==> src/core/tape_cmd_params.svh <==
`ifndef TAPE_CMD_PARAMS_SVH
`define TAPE_CMD_PARAMS_SVH
// control register: go in bit 0, function in bits 5:1
`define CTL_GO_BIT 0
`define CTL_AVAIL_BIT 11
// function codes with go set, as six-bit fields
`define FN_NOP 6'h01
`define FN_REW_OFF 6'h03
`define FN_REWIND 6'h07
`define FN_DRV_CLR 6'h09
`define FN_PRESET 6'h11
`define FN_ERASE 6'h15
`define FN_WR_MARK 6'h17
`define FN_SPC_FWD 6'h19
`define FN_SPC_REV 6'h1b
`define FN_WCHK_FWD 6'h29
`define FN_WCHK_REV 6'h2f
`define FN_WR_FWD 6'h31
`define FN_RD_FWD 6'h39
`define FN_RD_REV 6'h3f
// tape control register fields
`define TC_SLAVE_LSB 0
`define TC_PAR_BIT 3
`define TC_FMT_LSB 4
`define TC_DEN_LSB 8
`define TC_RESET 16'h0000
// preset: slave 0, odd parity (even bit clear), core-dump format, 800 nrzi
`define TC_SLAVE_0 3'h0
`define TC_FMT_CORE 4'h0
`define TC_DEN_800 3'h3
`endif

==> src/core/tape_cmd_pkg.sv <==
package tape_cmd_pkg;
  typedef enum logic [2:0] {
    ST_IDLE = 3'b001,
    ST_MOVE = 3'b010,
    ST_SPACE = 3'b100
  } state_e;
  typedef enum logic [3:0] {
    OP_NONE = 4'h0,
    OP_REW_OFF = 4'h1,
    OP_REWIND = 4'h2,
    OP_ERASE = 4'h3,
    OP_WR_MARK = 4'h4,
    OP_SPC_FWD = 4'h5,
    OP_SPC_REV = 4'h6,
    OP_WR_FWD = 4'h7,
    OP_RD_FWD = 4'h8,
    OP_RD_REV = 4'h9
  } xport_op_e;
  typedef struct packed {
    logic start;
    logic clear;
    logic [2:0] slave;
    xport_op_e op;
  } xport_cmd_s;
  typedef struct packed {
    logic drive_ready_flag;
    logic slave_change_flag;
    logic attention_active_flag;
    logic positioning_flag;
    logic tape_mark_flag;
    logic illegal_function_error;
  } status_s;
endpackage : tape_cmd_pkg

==> src/core/tape_command_function_decoder.sv <==
`timescale 1ns/1ps
`include "tape_cmd_params.svh"
module tape_command_function_decoder (
  input wire logic core_clk,
  input wire logic reset,
  input wire logic ctl_wr,
  input wire logic [5:0] ctl_wdata,
  input wire logic tc_wr,
  input wire logic [15:0] tc_wdata,
  input wire logic [15:0] frame_count,
  input wire logic att_clr,
  input wire logic xport_ready,
  input wire logic beginning_marker,
  input wire logic end_marker,
  input wire logic tape_mark_seen,
  input wire logic record_done,
  input wire logic op_done,
  output logic [5:0] ctl_rdata,
  output logic drive_avail,
  output logic [15:0] tape_control_reg,
  output tape_cmd_pkg::status_s status,
  output logic attention_signal,
  output tape_cmd_pkg::xport_cmd_s xport_cmd
);

  // legal set of fourteen codes, go included
  function automatic logic legal_code(input logic [5:0] c);
    legal_code = (c == `FN_NOP) || (c == `FN_REW_OFF) || (c == `FN_REWIND) ||
      (c == `FN_DRV_CLR) || (c == `FN_PRESET) || (c == `FN_ERASE) ||
      (c == `FN_WR_MARK) || (c == `FN_SPC_FWD) || (c == `FN_SPC_REV) ||
      (c == `FN_WCHK_FWD) || (c == `FN_WCHK_REV) || (c == `FN_WR_FWD) ||
      (c == `FN_RD_FWD) || (c == `FN_RD_REV);
  endfunction : legal_code

  // codes that keep go set and hold the formatter until the transport answers
  function automatic logic motion_code(input logic [5:0] c);
    motion_code = (c == `FN_SPC_FWD) || (c == `FN_SPC_REV) || (c == `FN_ERASE) ||
      (c == `FN_WR_MARK) || (c == `FN_WR_FWD) || (c == `FN_RD_FWD) || (c == `FN_RD_REV) ||
      (c == `FN_WCHK_FWD) || (c == `FN_WCHK_REV);
  endfunction : motion_code

  tape_cmd_pkg::state_e state_q;
  logic [5:0] ctl_q;
  logic [15:0] tc_q;
  logic [15:0] count_q;
  logic space_rev_q;
  logic rew_q;
  logic ssc_q;
  logic ata_q;
  logic tm_q;
  logic ilf_q;
  logic dry_q;
  logic attention_signal_q;
  logic pip_q;
  tape_cmd_pkg::xport_cmd_s cmd_q;

  logic take;
  logic launch;
  logic clr_cmd;
  logic preset_cmd;
  logic rew_cmd;
  logic bad_cmd;
  logic space_cmd;
  logic move_end;
  logic space_end;
  logic ata_set;
  logic ssc_set;

  // commands are taken only while idle; writes during motion are dropped
  assign take = ctl_wr && (state_q == tape_cmd_pkg::ST_IDLE) &&
    ctl_wdata[`CTL_GO_BIT];
  assign bad_cmd = take && !legal_code(ctl_wdata);
  assign launch = take && legal_code(ctl_wdata);
  assign clr_cmd = launch && (ctl_wdata == `FN_DRV_CLR);
  assign preset_cmd = launch && (ctl_wdata == `FN_PRESET);
  assign rew_cmd = launch && ((ctl_wdata == `FN_REWIND) || preset_cmd);
  assign space_cmd = launch && ((ctl_wdata == `FN_SPC_FWD) || (ctl_wdata == `FN_SPC_REV));

  // end of a single record, erase or tape-mark write
  assign move_end = (state_q == tape_cmd_pkg::ST_MOVE) && op_done;

  // space stops on its count, a tape mark, or the marker ahead of it
  assign space_end = (state_q == tape_cmd_pkg::ST_SPACE) &&
    ((record_done && (count_q == 16'h0001)) || tape_mark_seen ||
     (!space_rev_q && end_marker) || (space_rev_q && beginning_marker));

  // events that raise attention or status change
  always_comb begin
    ata_set = 1'b0;
    ssc_set = 1'b0;
    if (launch && (ctl_wdata == `FN_REW_OFF)) begin
      ata_set = 1'b1;
      ssc_set = 1'b1;
    end
    if (rew_cmd) begin
      ata_set = 1'b1;
    end
    if (rew_q && beginning_marker) begin
      ssc_set = 1'b1;
    end
    if (move_end && ((cmd_q.op == tape_cmd_pkg::OP_ERASE) ||
        (cmd_q.op == tape_cmd_pkg::OP_WR_MARK))) begin
      ata_set = 1'b1;
    end
    if (space_end || bad_cmd) begin
      ata_set = 1'b1;
    end
  end

  // formatter state machine
  always_ff @(posedge core_clk or posedge reset) begin
    if (reset) begin
      state_q <= tape_cmd_pkg::ST_IDLE;
    end else begin
      case (state_q)
        tape_cmd_pkg::ST_IDLE: begin
          if (launch) begin
            case (ctl_wdata)
              `FN_SPC_FWD, `FN_SPC_REV: state_q <= tape_cmd_pkg::ST_SPACE;
              `FN_ERASE, `FN_WR_MARK, `FN_WR_FWD, `FN_RD_FWD, `FN_RD_REV,
              `FN_WCHK_FWD, `FN_WCHK_REV: state_q <= tape_cmd_pkg::ST_MOVE;
              default: state_q <= tape_cmd_pkg::ST_IDLE;
            endcase
          end
        end
        tape_cmd_pkg::ST_MOVE: begin
          if (op_done) begin
            state_q <= tape_cmd_pkg::ST_IDLE;
          end
        end
        tape_cmd_pkg::ST_SPACE: begin
          if (space_end) begin
            state_q <= tape_cmd_pkg::ST_IDLE;
          end
        end
        default: state_q <= tape_cmd_pkg::ST_IDLE;
      endcase
    end
  end

  // control field; go stays up only while a command is running
  always_ff @(posedge core_clk or posedge reset) begin
    if (reset) begin
      ctl_q <= 6'h00;
    end else if (take) begin
      if (launch && motion_code(ctl_wdata)) begin
        ctl_q <= ctl_wdata;
      end else begin
        ctl_q <= {ctl_wdata[5:1], 1'b0};
      end
    end else if (ctl_wr && (state_q == tape_cmd_pkg::ST_IDLE)) begin
      ctl_q <= ctl_wdata; // go clear: stored, no error
    end else if (move_end || space_end) begin
      ctl_q[`CTL_GO_BIT] <= 1'b0;
    end
  end

  // tape control register; preset and drive clear override software
  always_ff @(posedge core_clk or posedge reset) begin
    if (reset) begin
      tc_q <= `TC_RESET;
    end else if (clr_cmd) begin
      tc_q <= `TC_RESET;
    end else if (preset_cmd) begin
      tc_q <= 16'h0000;
      tc_q[`TC_SLAVE_LSB +: 3] <= `TC_SLAVE_0;
      tc_q[`TC_FMT_LSB +: 4] <= `TC_FMT_CORE;
      tc_q[`TC_DEN_LSB +: 3] <= `TC_DEN_800;
    end else if (tc_wr && (state_q == tape_cmd_pkg::ST_IDLE)) begin
      tc_q <= tc_wdata;
    end
  end

  // space record counter; a count of zero runs the full 65536 records
  always_ff @(posedge core_clk or posedge reset) begin
    if (reset) begin
      count_q <= 16'h0000;
      space_rev_q <= 1'b0;
    end else if (launch && ((ctl_wdata == `FN_SPC_FWD) ||
        (ctl_wdata == `FN_SPC_REV))) begin
      count_q <= frame_count;
      space_rev_q <= (ctl_wdata == `FN_SPC_REV);
    end else if ((state_q == tape_cmd_pkg::ST_SPACE) && record_done) begin
      count_q <= count_q - 16'h0001;
    end
  end

  // rewind tracking runs beside the state machine, so the formatter is free
  always_ff @(posedge core_clk or posedge reset) begin
    if (reset) begin
      rew_q <= 1'b0;
    end else if (clr_cmd) begin
      rew_q <= 1'b0;
    end else if (rew_cmd) begin
      rew_q <= 1'b1;
    end else if (beginning_marker) begin
      rew_q <= 1'b0;
    end
  end

  // sticky attention and status change; a new event beats att_clr, drive clear beats both
  always_ff @(posedge core_clk or posedge reset) begin
    if (reset) begin
      ata_q <= 1'b0;
      ssc_q <= 1'b0;
    end else if (clr_cmd) begin
      ata_q <= 1'b0;
      ssc_q <= 1'b0;
    end else begin
      ata_q <= ata_set | (ata_q & ~att_clr);
      ssc_q <= ssc_set | (ssc_q & ~att_clr);
    end
  end

  // tape mark flag holds until drive clear or the next launch of any code other than no-op
  always_ff @(posedge core_clk or posedge reset) begin
    if (reset) begin
      tm_q <= 1'b0;
    end else if (tape_mark_seen && (state_q != tape_cmd_pkg::ST_IDLE)) begin
      tm_q <= 1'b1;
    end else if (clr_cmd || (launch && (ctl_wdata != `FN_NOP))) begin
      tm_q <= 1'b0;
    end
  end

  // illegal function error, cleared only by drive clear
  always_ff @(posedge core_clk or posedge reset) begin
    if (reset) begin
      ilf_q <= 1'b0;
    end else if (bad_cmd) begin
      ilf_q <= 1'b1;
    end else if (clr_cmd) begin
      ilf_q <= 1'b0;
    end
  end

  // ready: formatter idle, and transport able or transport busy rewinding
  always_ff @(posedge core_clk or posedge reset) begin
    if (reset) begin
      dry_q <= 1'b0;
    end else begin
      // only a launch that occupies the formatter drops ready; rewinds keep it up
      dry_q <= (state_q == tape_cmd_pkg::ST_IDLE) && !(launch && motion_code(ctl_wdata)) &&
        (xport_ready || rew_q || rew_cmd || (launch && (ctl_wdata == `FN_REW_OFF)));
    end
  end

  // positioning flag kept in a flop: transport rewinding or formatter spacing
  always_ff @(posedge core_clk or posedge reset) begin
    if (reset) begin
      pip_q <= 1'b0;
    end else if (clr_cmd) begin
      pip_q <= 1'b0;
    end else begin
      pip_q <= rew_cmd || (rew_q && !beginning_marker) || space_cmd ||
        ((state_q == tape_cmd_pkg::ST_SPACE) && !space_end);
    end
  end

  // attention line and its status flag share one source
  always_ff @(posedge core_clk or posedge reset) begin
    if (reset) begin
      attention_signal_q <= 1'b0;
    end else if (clr_cmd) begin
      attention_signal_q <= 1'b0;
    end else begin
      attention_signal_q <= ata_set | (ata_q & ~att_clr);
    end
  end

  // transport command strobe; drive clear reaches the selected slave only
  always_ff @(posedge core_clk or posedge reset) begin
    if (reset) begin
      cmd_q <= '{start: 1'b0, clear: 1'b0, slave: 3'h0, op: tape_cmd_pkg::OP_NONE};
    end else begin
      cmd_q.start <= launch && (ctl_wdata != `FN_NOP) && (ctl_wdata != `FN_DRV_CLR);
      cmd_q.clear <= clr_cmd;
      if (launch) begin
        cmd_q.slave <= preset_cmd ? `TC_SLAVE_0 : tc_q[`TC_SLAVE_LSB +: 3];
        case (ctl_wdata)
          `FN_REW_OFF: cmd_q.op <= tape_cmd_pkg::OP_REW_OFF;
          `FN_REWIND, `FN_PRESET: cmd_q.op <= tape_cmd_pkg::OP_REWIND;
          `FN_ERASE: cmd_q.op <= tape_cmd_pkg::OP_ERASE;
          `FN_WR_MARK: cmd_q.op <= tape_cmd_pkg::OP_WR_MARK;
          `FN_SPC_FWD: cmd_q.op <= tape_cmd_pkg::OP_SPC_FWD;
          `FN_SPC_REV: cmd_q.op <= tape_cmd_pkg::OP_SPC_REV;
          `FN_WR_FWD: cmd_q.op <= tape_cmd_pkg::OP_WR_FWD;
          `FN_RD_FWD, `FN_WCHK_FWD: cmd_q.op <= tape_cmd_pkg::OP_RD_FWD;
          `FN_RD_REV, `FN_WCHK_REV: cmd_q.op <= tape_cmd_pkg::OP_RD_REV;
          default: cmd_q.op <= tape_cmd_pkg::OP_NONE;
        endcase
      end
    end
  end

  // outputs straight from flops, except drive_avail (bit 11), which is tied high in the formatter
  assign ctl_rdata = ctl_q;
  assign drive_avail = 1'b1;
  assign tape_control_reg = tc_q;
  assign status.drive_ready_flag = dry_q;
  assign status.slave_change_flag = ssc_q;
  assign status.attention_active_flag = ata_q;
  assign status.positioning_flag = pip_q;
  assign status.tape_mark_flag = tm_q;
  assign status.illegal_function_error = ilf_q;
  assign attention_signal = attention_signal_q;
  assign xport_cmd = cmd_q;

endmodule : tape_command_function_decoder

==> config.mk <==
export PLATFORM = sky130hd
export DESIGN_NAME = tape_command_function_decoder
export DESIGN_NICKNAME = d
export VERILOG_FILES = /design/src/core/tape_cmd_pkg.sv /design/src/core/tape_command_function_decoder.sv
export VERILOG_INCLUDE_DIRS = /design/src /design/src/core
export SDC_FILE = /design/constraint.sdc
export NUM_CORES = 1
export LEC_CHECK = 0
export BUFFER_PORTS_ARGS = -buffer_cell sky130_fd_sc_hd__buf_4
export CORE_AREA = 2 2 93 95
export DETAILED_ROUTE_END_ITERATION = 16
export DIE_AREA = 0 0 95 97
export GPL_TIMING_DRIVEN = 1
export MAX_ROUTING_LAYER = met4
export PLACE_DENSITY = 0.6
export SLEW_MARGIN = 20
export SYNTH_ARGS = -nofsm -noshare
export SYNTH_HDL_FRONTEND = slang
export SYNTH_SLANG_ARGS = --single-unit
==> constraint.sdc <==
create_clock -name core_clk -period 4.35 [get_ports core_clk]
set_clock_uncertainty 0.15 [all_clocks]
set_input_delay 0.435 -clock core_clk [delete_from_list [all_inputs] [get_ports core_clk]]
set_output_delay 0.435 -clock core_clk [all_outputs]
set_load 0.005 [all_outputs]
Word-level counts from Yosys, hierarchy flattened. Index checks and enable logic that the tools add are counted.

Input bits: 49. Logic and storage cells: 160. Output and inout bits: 39. Flip-flop bits (word level): 58.

Equal/unequal tests: 26. Reductions and logical operators: 79. Mux-type cells: 32. Bitwise logic cells: 5. Add/sub/neg operators: 1.

Operators by type and width (count): $mux 16 (5); $pmux 4 s9 (1); $logic_or 1x1->1 (35); $eq 6x5->1 const B (5); $eq 6x6->1 const B (5); $logic_and 1x1->1 (26); $mux 1 (18); $eq 16x1->1 const B (1); $sub 16x1->16 const B (1); $mux 3 (4); $pmux 3 s3 (1); $reduce_bool 3->1 (3); $reduce_bool 2->1 (4); $reduce_or 2->1 (4); $reduce_or 7->1 (1); $eq 6x1->1 const B (1); $eq 6x2->1 const B (1); $eq 6x3->1 const B (1); $eq 6x4->1 const B (1); $mux 6 (1); $ne 2x2->1 const B (3); $ne 6x1->1 const B (1); $ne 6x4->1 const B (1); $pmux 3 s2 (1); other kinds (12) (18).

Depth between registers and ports, before layout. Gate-level depths: netlist of the first run.

Depth after elaboration: 23. Depth in mapped cells: 6. Gate-level depth less buffers: 6.

Worst setup path after synthesis of the first run. Ideal clock, no wire load.

Kind: input to register. From: input ctl_wdata[3]. To: register cmd_q (netlist bit xport_cmd[0]). Stages: 4. Data arrival time: 1.697 ns. Path buffers: 1. Path slack: 2.378 ns. Required time: 4.075 ns. Library setup time: 0.125 ns. Path through: buf_2 > or3_1 > a311oi_2 > mux2_2.

Cells in the longest elaborated chain, start to end: 15. Elaborated cells on any way between the ends: 32. Those cells by class: 14 x eq/ne; 1 x mux; 17 x reduce/logical.

RTL lines: start, declared (line tape_command_function_decoder.sv:7) `input wire logic [5:0] ctl_wdata,`; $eq 6x1->1 (no source line) / $eq 6x2->1 (equally long branches); $logic_or 1x1->1 (13 in a row) (line tape_command_function_decoder.sv:28) `` legal_code = (c == `FN_NOP) || (c == `FN_REW_OFF) || (c == `FN_REWIND) || ``; $logic_and 1x1->1 (line tape_command_function_decoder.sv:73) `assign launch = take && legal_code(ctl_wdata);`; end signal, assigned (line tape_command_function_decoder.sv:274) `cmd_q <= '{start: 1'b0, clear: 1'b0, slave: 3'h0, op: tape_cmd_pkg::OP_NONE};`; end, declared (line tape_command_function_decoder.sv:55) `tape_cmd_pkg::xport_cmd_s cmd_q;`.

Parallel ways exist; a longest one is shown, timed or not. A chain may end at the register's enable or synchronous reset.

Worst setup path in the final report of the first run.
From: register state_q[0]. To: register cmd_q (netlist bit xport_cmd[0]).

Cells in the longest elaborated chain, start to end: 4.

RTL lines: start, declared (line tape_command_function_decoder.sv:42) `tape_cmd_pkg::state_e state_q;`; start signal, assigned (line tape_command_function_decoder.sv:113) `state_q <= tape_cmd_pkg::ST_IDLE;`; start signal, assigned (line tape_command_function_decoder.sv:119) `` `FN_SPC_FWD, `FN_SPC_REV: state_q <= tape_cmd_pkg::ST_SPACE; ``; start signal, assigned (line tape_command_function_decoder.sv:121) `` `FN_WCHK_FWD, `FN_WCHK_REV: state_q <= tape_cmd_pkg::ST_MOVE; ``; $eq 3x1->1 (line tape_command_function_decoder.sv:70) `assign take = ctl_wr && (state_q == tape_cmd_pkg::ST_IDLE) &&`; $logic_and 1x1->1 (2 in a row) (line tape_command_function_decoder.sv:70); $logic_and 1x1->1 (line tape_command_function_decoder.sv:73).

Every way passes these cells.

==> flow_summary.json, run 1 <==
{
  "ys_seq_area_share_pct": 44.9,
  "synth_edf_count": 0,
  "clock-sinks": 58,
  "peakVddDrop_mv": 0.175,
  "yosysUniqueCellTypes": 68,
  "power_leakage_nw": 1.85,
  "yosysTopAreaCellShare_pct": 44.0,
  "synthArstFlopShare_pct": 100,
  "cts_hold_buf": 0,
  "timing.critical_path.buf_inv": 0,
  "crit_path_max_fanout": 13,
  "vias": 2751,
  "final_common_cell": "buf_4",
  "r2r_end": "xport_cmd[0]$_DFFE_PP0N_",
  "grt_first_pass_wirelength_mm": 13.2,
  "crit_chain": "and4bb_2 -> nand2_1 -> a311oi_4 -> mux2_2",
  "synth_adder_area_share_pct": 0.773,
  "start_kind": "flop",
  "routed_via_density": 5.24,
  "wirelength_mm": 8.04,
  "nNetsFinal": 466,
  "synthCells": 345,
  "die_h_um": 97,
  "whs_ps": 131,
  "synth.area.mux_share_pct": 4.68,
  "syn-cell-area_sq_um": 3240,
  "rsz0062_at_grt": "false",
  "first_pass_iters": 5,
  "cts_tree": "done",
  "core_area_sq_um": 8130,
  "detail_route.wl_per_cell_um": 15.3,
  "first_global_vias": 2572,
  "cpLargestDelayFamily": "compound AO/OA/AOI/OAI gates",
  "crit_type": "reg -> reg",
  "cp.required_ps": 4420,
  "synth_area_leaders": "dfrtp_1 44%, nand2_1 6.1%, a21oi_1 2.9%",
  "num_rows": 33,
  "io_pins": 88,
  "report.power.total_mw": 1.56,
  "rr_worst_depth": 4,
  "antenna_left": 0,
  "fin_crit_ps": 2650,
  "grt_max_degree": 59,
  "dp_hpwl_mm": 5.61,
  "fin_util_pct": 50.4,
  "avgSynthCellArea_sq_um": 9.39,
  "status": "completed",
  "grt_overflow": 0,
  "tightest_slew_ps": 762,
  "synth_fp_nets": 396,
  "post-place-cells": 509,
  "dpl_cell_area_sq_um": 3880,
  "critPathArrivalTime_ps": 2720,
  "drv_cap": 0,
  "rrSetupSlack_ps": 1700,
  "num_antenna_cells": 0,
  "drc": 0,
  "die_area_sq_um": 9220,
  "synth_ff_type": "dfrtp_1",
  "fin_ws_ps": 1700,
  "numPortBuffers": 86,
  "grt_usage_pct": 18.7,
  "final-setup-viol-count": 0,
  "cts_setup_buffers": 0,
  "cpPeakStageDelay_ps": 690,
  "drive_gt1_share_pct": 29.3,
  "drt-initial-drc-count": 143,
  "synth_xor_area_share_pct": 2.98,
  "fin_tns_setup_ps": 0,
  "end_kind": "flop",
  "p_per_area_nw_per_um2": 381,
  "synth_compound_area_share_pct": 16.8,
  "slew_headroom_pct": 48.9,
  "cts_root_buf": "clkbuf_8",
  "fmax_ghz": 0.377,
  "synth_warnings": 0,
  "antenna_found_initial": 0,
  "gp_congestion": 0.842,
  "layout_common_cells": "88 x buf_4, 57 x dfrtp_1, 53 x nand2_1",
  "yosys.area_share.simple_pct": 23.2,
  "finalMaxSlewViolations": 0,
  "min_path_type": "in -> async",
  "clk_pin_slew_worst_paths_ps": 70,
  "die_w_um": 95,
  "fin_area_sq_um": 4100,
  "cts_buffers": 9,
  "synth_top_family_by_area": "simple AND/OR/NAND/NOR gates",
  "place_ws_ps": 1490,
  "htreeDepth": 3,
  "initial_core_util_pct": 39.8,
  "n_fill_cell": 789,
  "netlist.top_cell.by_area": "dfrtp_1",
  "r2r_start": "state_q[0]$_DFFE_PP1P_",
  "cts_resized": 0,
  "finalCritPeriodShare_pct": 61.0,
  "insertion_delay_ps": 340,
  "syn2layout_area_growth_pct": 26.5,
  "critPathSlowestCell": "a311oi_4",
  "ys_seq_elements": 58,
  "clockBufferDepth": 2,
  "hold_viol_final": 0,
  "final_cells": 525
}
area by class of cell:
| cell class | count | area (sq um) | share of cell area (%) |
|---|---|---|---|
| Clock inverter | 5 | 52.6 | 1.28 |
| Timing Repair Buffer | 88 | 661 | 16.1 |
| Inverter | 16 | 60.1 | 1.47 |
| Sequential cell | 58 | 1450 | 35.5 |
| Clock buffer | 11 | 151 | 3.69 |
| Multi-Input combinational cell | 242 | 1590 | 38.8 |
| Tap cell | 105 | 131 | 3.21 |
cells in the mapped netlist (4+ instances only):
library cell / number
dfrtp_1: 57
nand2_1: 53
a21oi_1: 19
nor2_1: 17
inv_1: 16
o21ai_0: 15
clkbuf_1: 11
nand3_1: 10
buf_2: 9
buf_4: 9
mux2_2: 8
nand4_1: 8
xor2_1: 8
a31oi_1: 6
mux2i_1: 5
nand2b_1: 5
a221o_1: 4
nand3b_1: 4
nor3_1: 4
nor3b_1: 4
o311a_1: 4
how the worst max path moves through the flow:
stage                      startpoint                  endpoint  slack [ps]  depth (start not counted)
5_1_grt        state_q[0]$_DFFE_PP1P_  xport_cmd[0]$_DFFE_PP0N_        1550                          4
3_3_place_gp   state_q[0]$_DFFE_PP1P_  xport_cmd[0]$_DFFE_PP0N_        1480                          4
3_5_place_dp   state_q[0]$_DFFE_PP1P_  xport_cmd[0]$_DFFE_PP0N_        1490                          4
6_report       state_q[0]$_DFFE_PP1P_  xport_cmd[0]$_DFFE_PP0N_        1700                          4
4_1_cts        state_q[0]$_DFFE_PP1P_  xport_cmd[0]$_DFFE_PP0N_        1460                          4
2_1_floorplan                   reset           ata_q$_DFF_PP0_        2340                          1
per-layer routing:
layer | GRT usage (%) | up-vias | part of all wire [%]
li1 | - | 1378 | -
met1 | 27.8 | 1281 | 49
met2 | 25.1 | 83 | 43
met3 | 3.89 | 9 | 5.8
met4 | 6.69 | 0 | 1.3
met5 | - | - | 0
kinds of logic (layout without fill, tap and decap cells):
group                    after synthesis  count (layout)
AND/OR/NAND/NOR                      135             135
adder cells (fa/ha/maj)                2               2
other                                  1               1
buffers and inverters                 45             120
AO/OA/AOI/OAI                         79              79
flip-flops                            58              58
multiplexers                          14              14
XOR/XNOR                              11              11
worst register-to-register path: stages (launching register included):
cell,delay [ps]
dfstp_2,610
and4bb_2,430
nand2_1,250
a311oi_4,690
mux2_2,410
report_power, final:
| part | switching, mW | leakage [nW] | internal [mW] |
|---|---|---|---|
| Sequential | 0.0770 | 0.727 | 0.620 |
| Clock | 0.217 | 0.105 | 0.293 |
| Combinational | 0.168 | 1.01 | 0.186 |
| Total | 0.463 | 1.85 | 1.10 |
Note: power is estimated with default switching activity, not from simulation.
==> inputs of run 2 (changes only) <==
--- a/config.mk
+++ b/config.mk
@@ -12,7 +12,7 @@
 export DIE_AREA = 0 0 95 97
 export GPL_TIMING_DRIVEN = 1
 export MAX_ROUTING_LAYER = met4
-export PLACE_DENSITY = 0.6
+export PLACE_DENSITY = 0.62
 export SLEW_MARGIN = 20
 export SYNTH_ARGS = -nofsm -noshare
 export SYNTH_HDL_FRONTEND = slang
==> constraint.sdc (replaced) <==
create_clock -name core_clk -period 2.3 [get_ports core_clk]
set_clock_uncertainty 0.15 [all_clocks]
set_input_delay 0.23 -clock core_clk [delete_from_list [all_inputs] [get_ports core_clk]]
set_output_delay 0.23 -clock core_clk [all_outputs]
set_load 0.005 [all_outputs]
==> flow_summary.json, run 2 (same netlist as run 1, synthesis figures left out) <==
{
  "drc": 0,
  "crit_type": "reg -> reg",
  "power_leakage_nw": 2.04,
  "pwr-share-clk_pct": 33.9,
  "met1_usage_pct": 26.1,
  "nNetsFinal": 507,
  "core_area_sq_um": 8130,
  "insertion_delay_ps": 340,
  "whs_ps": 9.75,
  "vias": 2972,
  "numPortBuffers": 86,
  "finalMaxSlewViolations": 0,
  "status": "completed",
  "cts_buffers": 9,
  "final-setup-viol-count": 0,
  "antenna_found_initial": 0,
  "drive_gt1_share_pct": 29.1,
  "drv_cap": 0,
  "rsz0062_at_grt": "false",
  "crit_path_max_fanout": 10,
  "critPathArrivalTime_ps": 2210,
  "htreeDepth": 3,
  "wirelength_mm": 8.36,
  "p_per_area_nw_per_um2": 687,
  "drt-initial-drc-count": 178,
  "gp_congestion": 0.874,
  "antenna_left": 0,
  "grtUsageMet2_pct": 29.1,
  "cp.required_ps": 2410,
  "die_h_um": 97,
  "first_global_vias": 2811,
  "power.share.switching_pct": 28.7,
  "grt_max_degree": 32,
  "min_path_type": "in -> reg",
  "layout_common_cells": "99 x buf_4, 57 x dfrtp_1, 53 x nand2_1",
  "grt_overflow": 0,
  "io_pins": 88,
  "first_pass_iters": 4,
  "num_rows": 33,
  "p_sw_mw": 0.890,
  "fin_util_pct": 55.4,
  "report.power.total_mw": 3.09,
  "tightest_slew_ps": 607,
  "final_common_cell": "buf_4",
  "cts_root_buf": "clkbuf_8",
  "fin_crit_ps": 2100,
  "holdPathStages": 3,
  "grt_first_pass_wirelength_mm": 13.6,
  "combPwrFrac_pct": 23.3,
  "clockBufferDepth": 2,
  "num_antenna_cells": 0,
  "syn2layout_area_growth_pct": 39.1,
  "n_fill_cell": 731,
  "p_int_mw": 2.20,
  "slew_headroom_pct": 59.5,
  "routed_via_density": 5.25,
  "clk_pin_slew_worst_paths_ps": 70,
  "hold_viol_final": 0,
  "cts_setup_buffers": 0,
  "cts_tree": "done",
  "finalCritPeriodShare_pct": 91.2,
  "use_met3_pct": 3.89,
  "grt_busiest_layer": "met2",
  "peakVddDrop_mv": 0.336,
  "fmax_ghz": 0.477,
  "detail_route.wl_per_cell_um": 14.8,
  "power_frac_seq_pct": 42.8,
  "fin_tns_setup_ps": 0,
  "end_kind": "flop",
  "dp_hpwl_mm": 5.96,
  "start_kind": "flop",
  "initial_core_util_pct": 39.8,
  "rr_worst_depth": 5,
  "die_area_sq_um": 9220,
  "die_w_um": 95,
  "clock-sinks": 58,
  "grt_usage_pct": 19.3
}
[run 2: area by class of cell]
cell class	instances	area [sq um]	share of cell area, %
Inverter	16	60.1	1.33
Clock inverter	5	77.6	1.72
Clock buffer	11	141	3.14
Multi-Input combinational cell	242	1590	35.2
Timing Repair Buffer	129	1050	23.4
Sequential cell	58	1450	32.3
Tap cell	105	131	2.92
[run 2: power groups by stage]
stage          combinational (mW)  sequential (mW)  clock (mW)
2_1_floorplan               0.397             1.31           0
3_3_place_gp                0.676             1.33           0
3_5_place_dp                0.685             1.34           0
4_1_cts                     0.725             1.32        1.07
5_1_grt                     0.799             1.35        1.13
6_report                    0.720             1.32        1.05
[run 2: per-layer routing]
| layer | routed length, um | share of wire [%] | up-vias |
|---|---|---|---|
| met5 | 0 | 0 | - |
| met4 | 113 | 1.4 | 0 |
| met3 | 380 | 4.5 | 11 |
| met2 | 3940 | 47 | 91 |
| met1 | 3920 | 47 | 1417 |
| li1 | - | - | 1453 |
[run 2: final timing paths]
| check | startpoint | end | slack, ps |
|---|---|---|---|
| setup / recovery | state_q[0]$_DFFE_PP1P_ | xport_cmd[4]$_DFFE_PP0N_ | 200 |
| hold / removal | tape_mark_seen | tm_q$_DFFE_PP0P_ | 10 |
| setup reg to reg | state_q[0]$_DFFE_PP1P_ | xport_cmd[4]$_DFFE_PP0N_ | 200 |
| hold reg to reg | ilf_q$_DFFE_PP0P_ | ilf_q$_DFFE_PP0P_ | 350 |
| max in group asynchronous | reset | state_q[0]$_DFFE_PP1P_ | 990 |
| min in group asynchronous | reset | tape_control_reg[1]$_DFFE_PP0P_ | 370 |
[run 2: timing repair]
action | 4_1_cts | 5_1_grt
resized for setup | 0 | 1
hold buffers | 29 | 0
setup endpoints to repair | 0 | 2
hold endpoints to repair | 55 | 0
[run 2: critical path, stage by stage (launching register included)]
cell and delay (ps):
dfstp_2 620, and4bb_2 280, nand2_1 90, a311oi_2 380, buf_4 280, mux2i_1 200
[run 2: per-stage QoR]
step | std cells | setup slack [ps] | cell area, sq um
2_1_floorplan | 345 | 408 | 3240
3_3_place_gp | 521 | 183 | 3990
3_5_place_dp | 521 | 119 | 3990
4_1_cts | 566 | 115 | 4490
5_1_grt | 566 | 68.7 | 4500
6_report | 566 | 203 | 4500
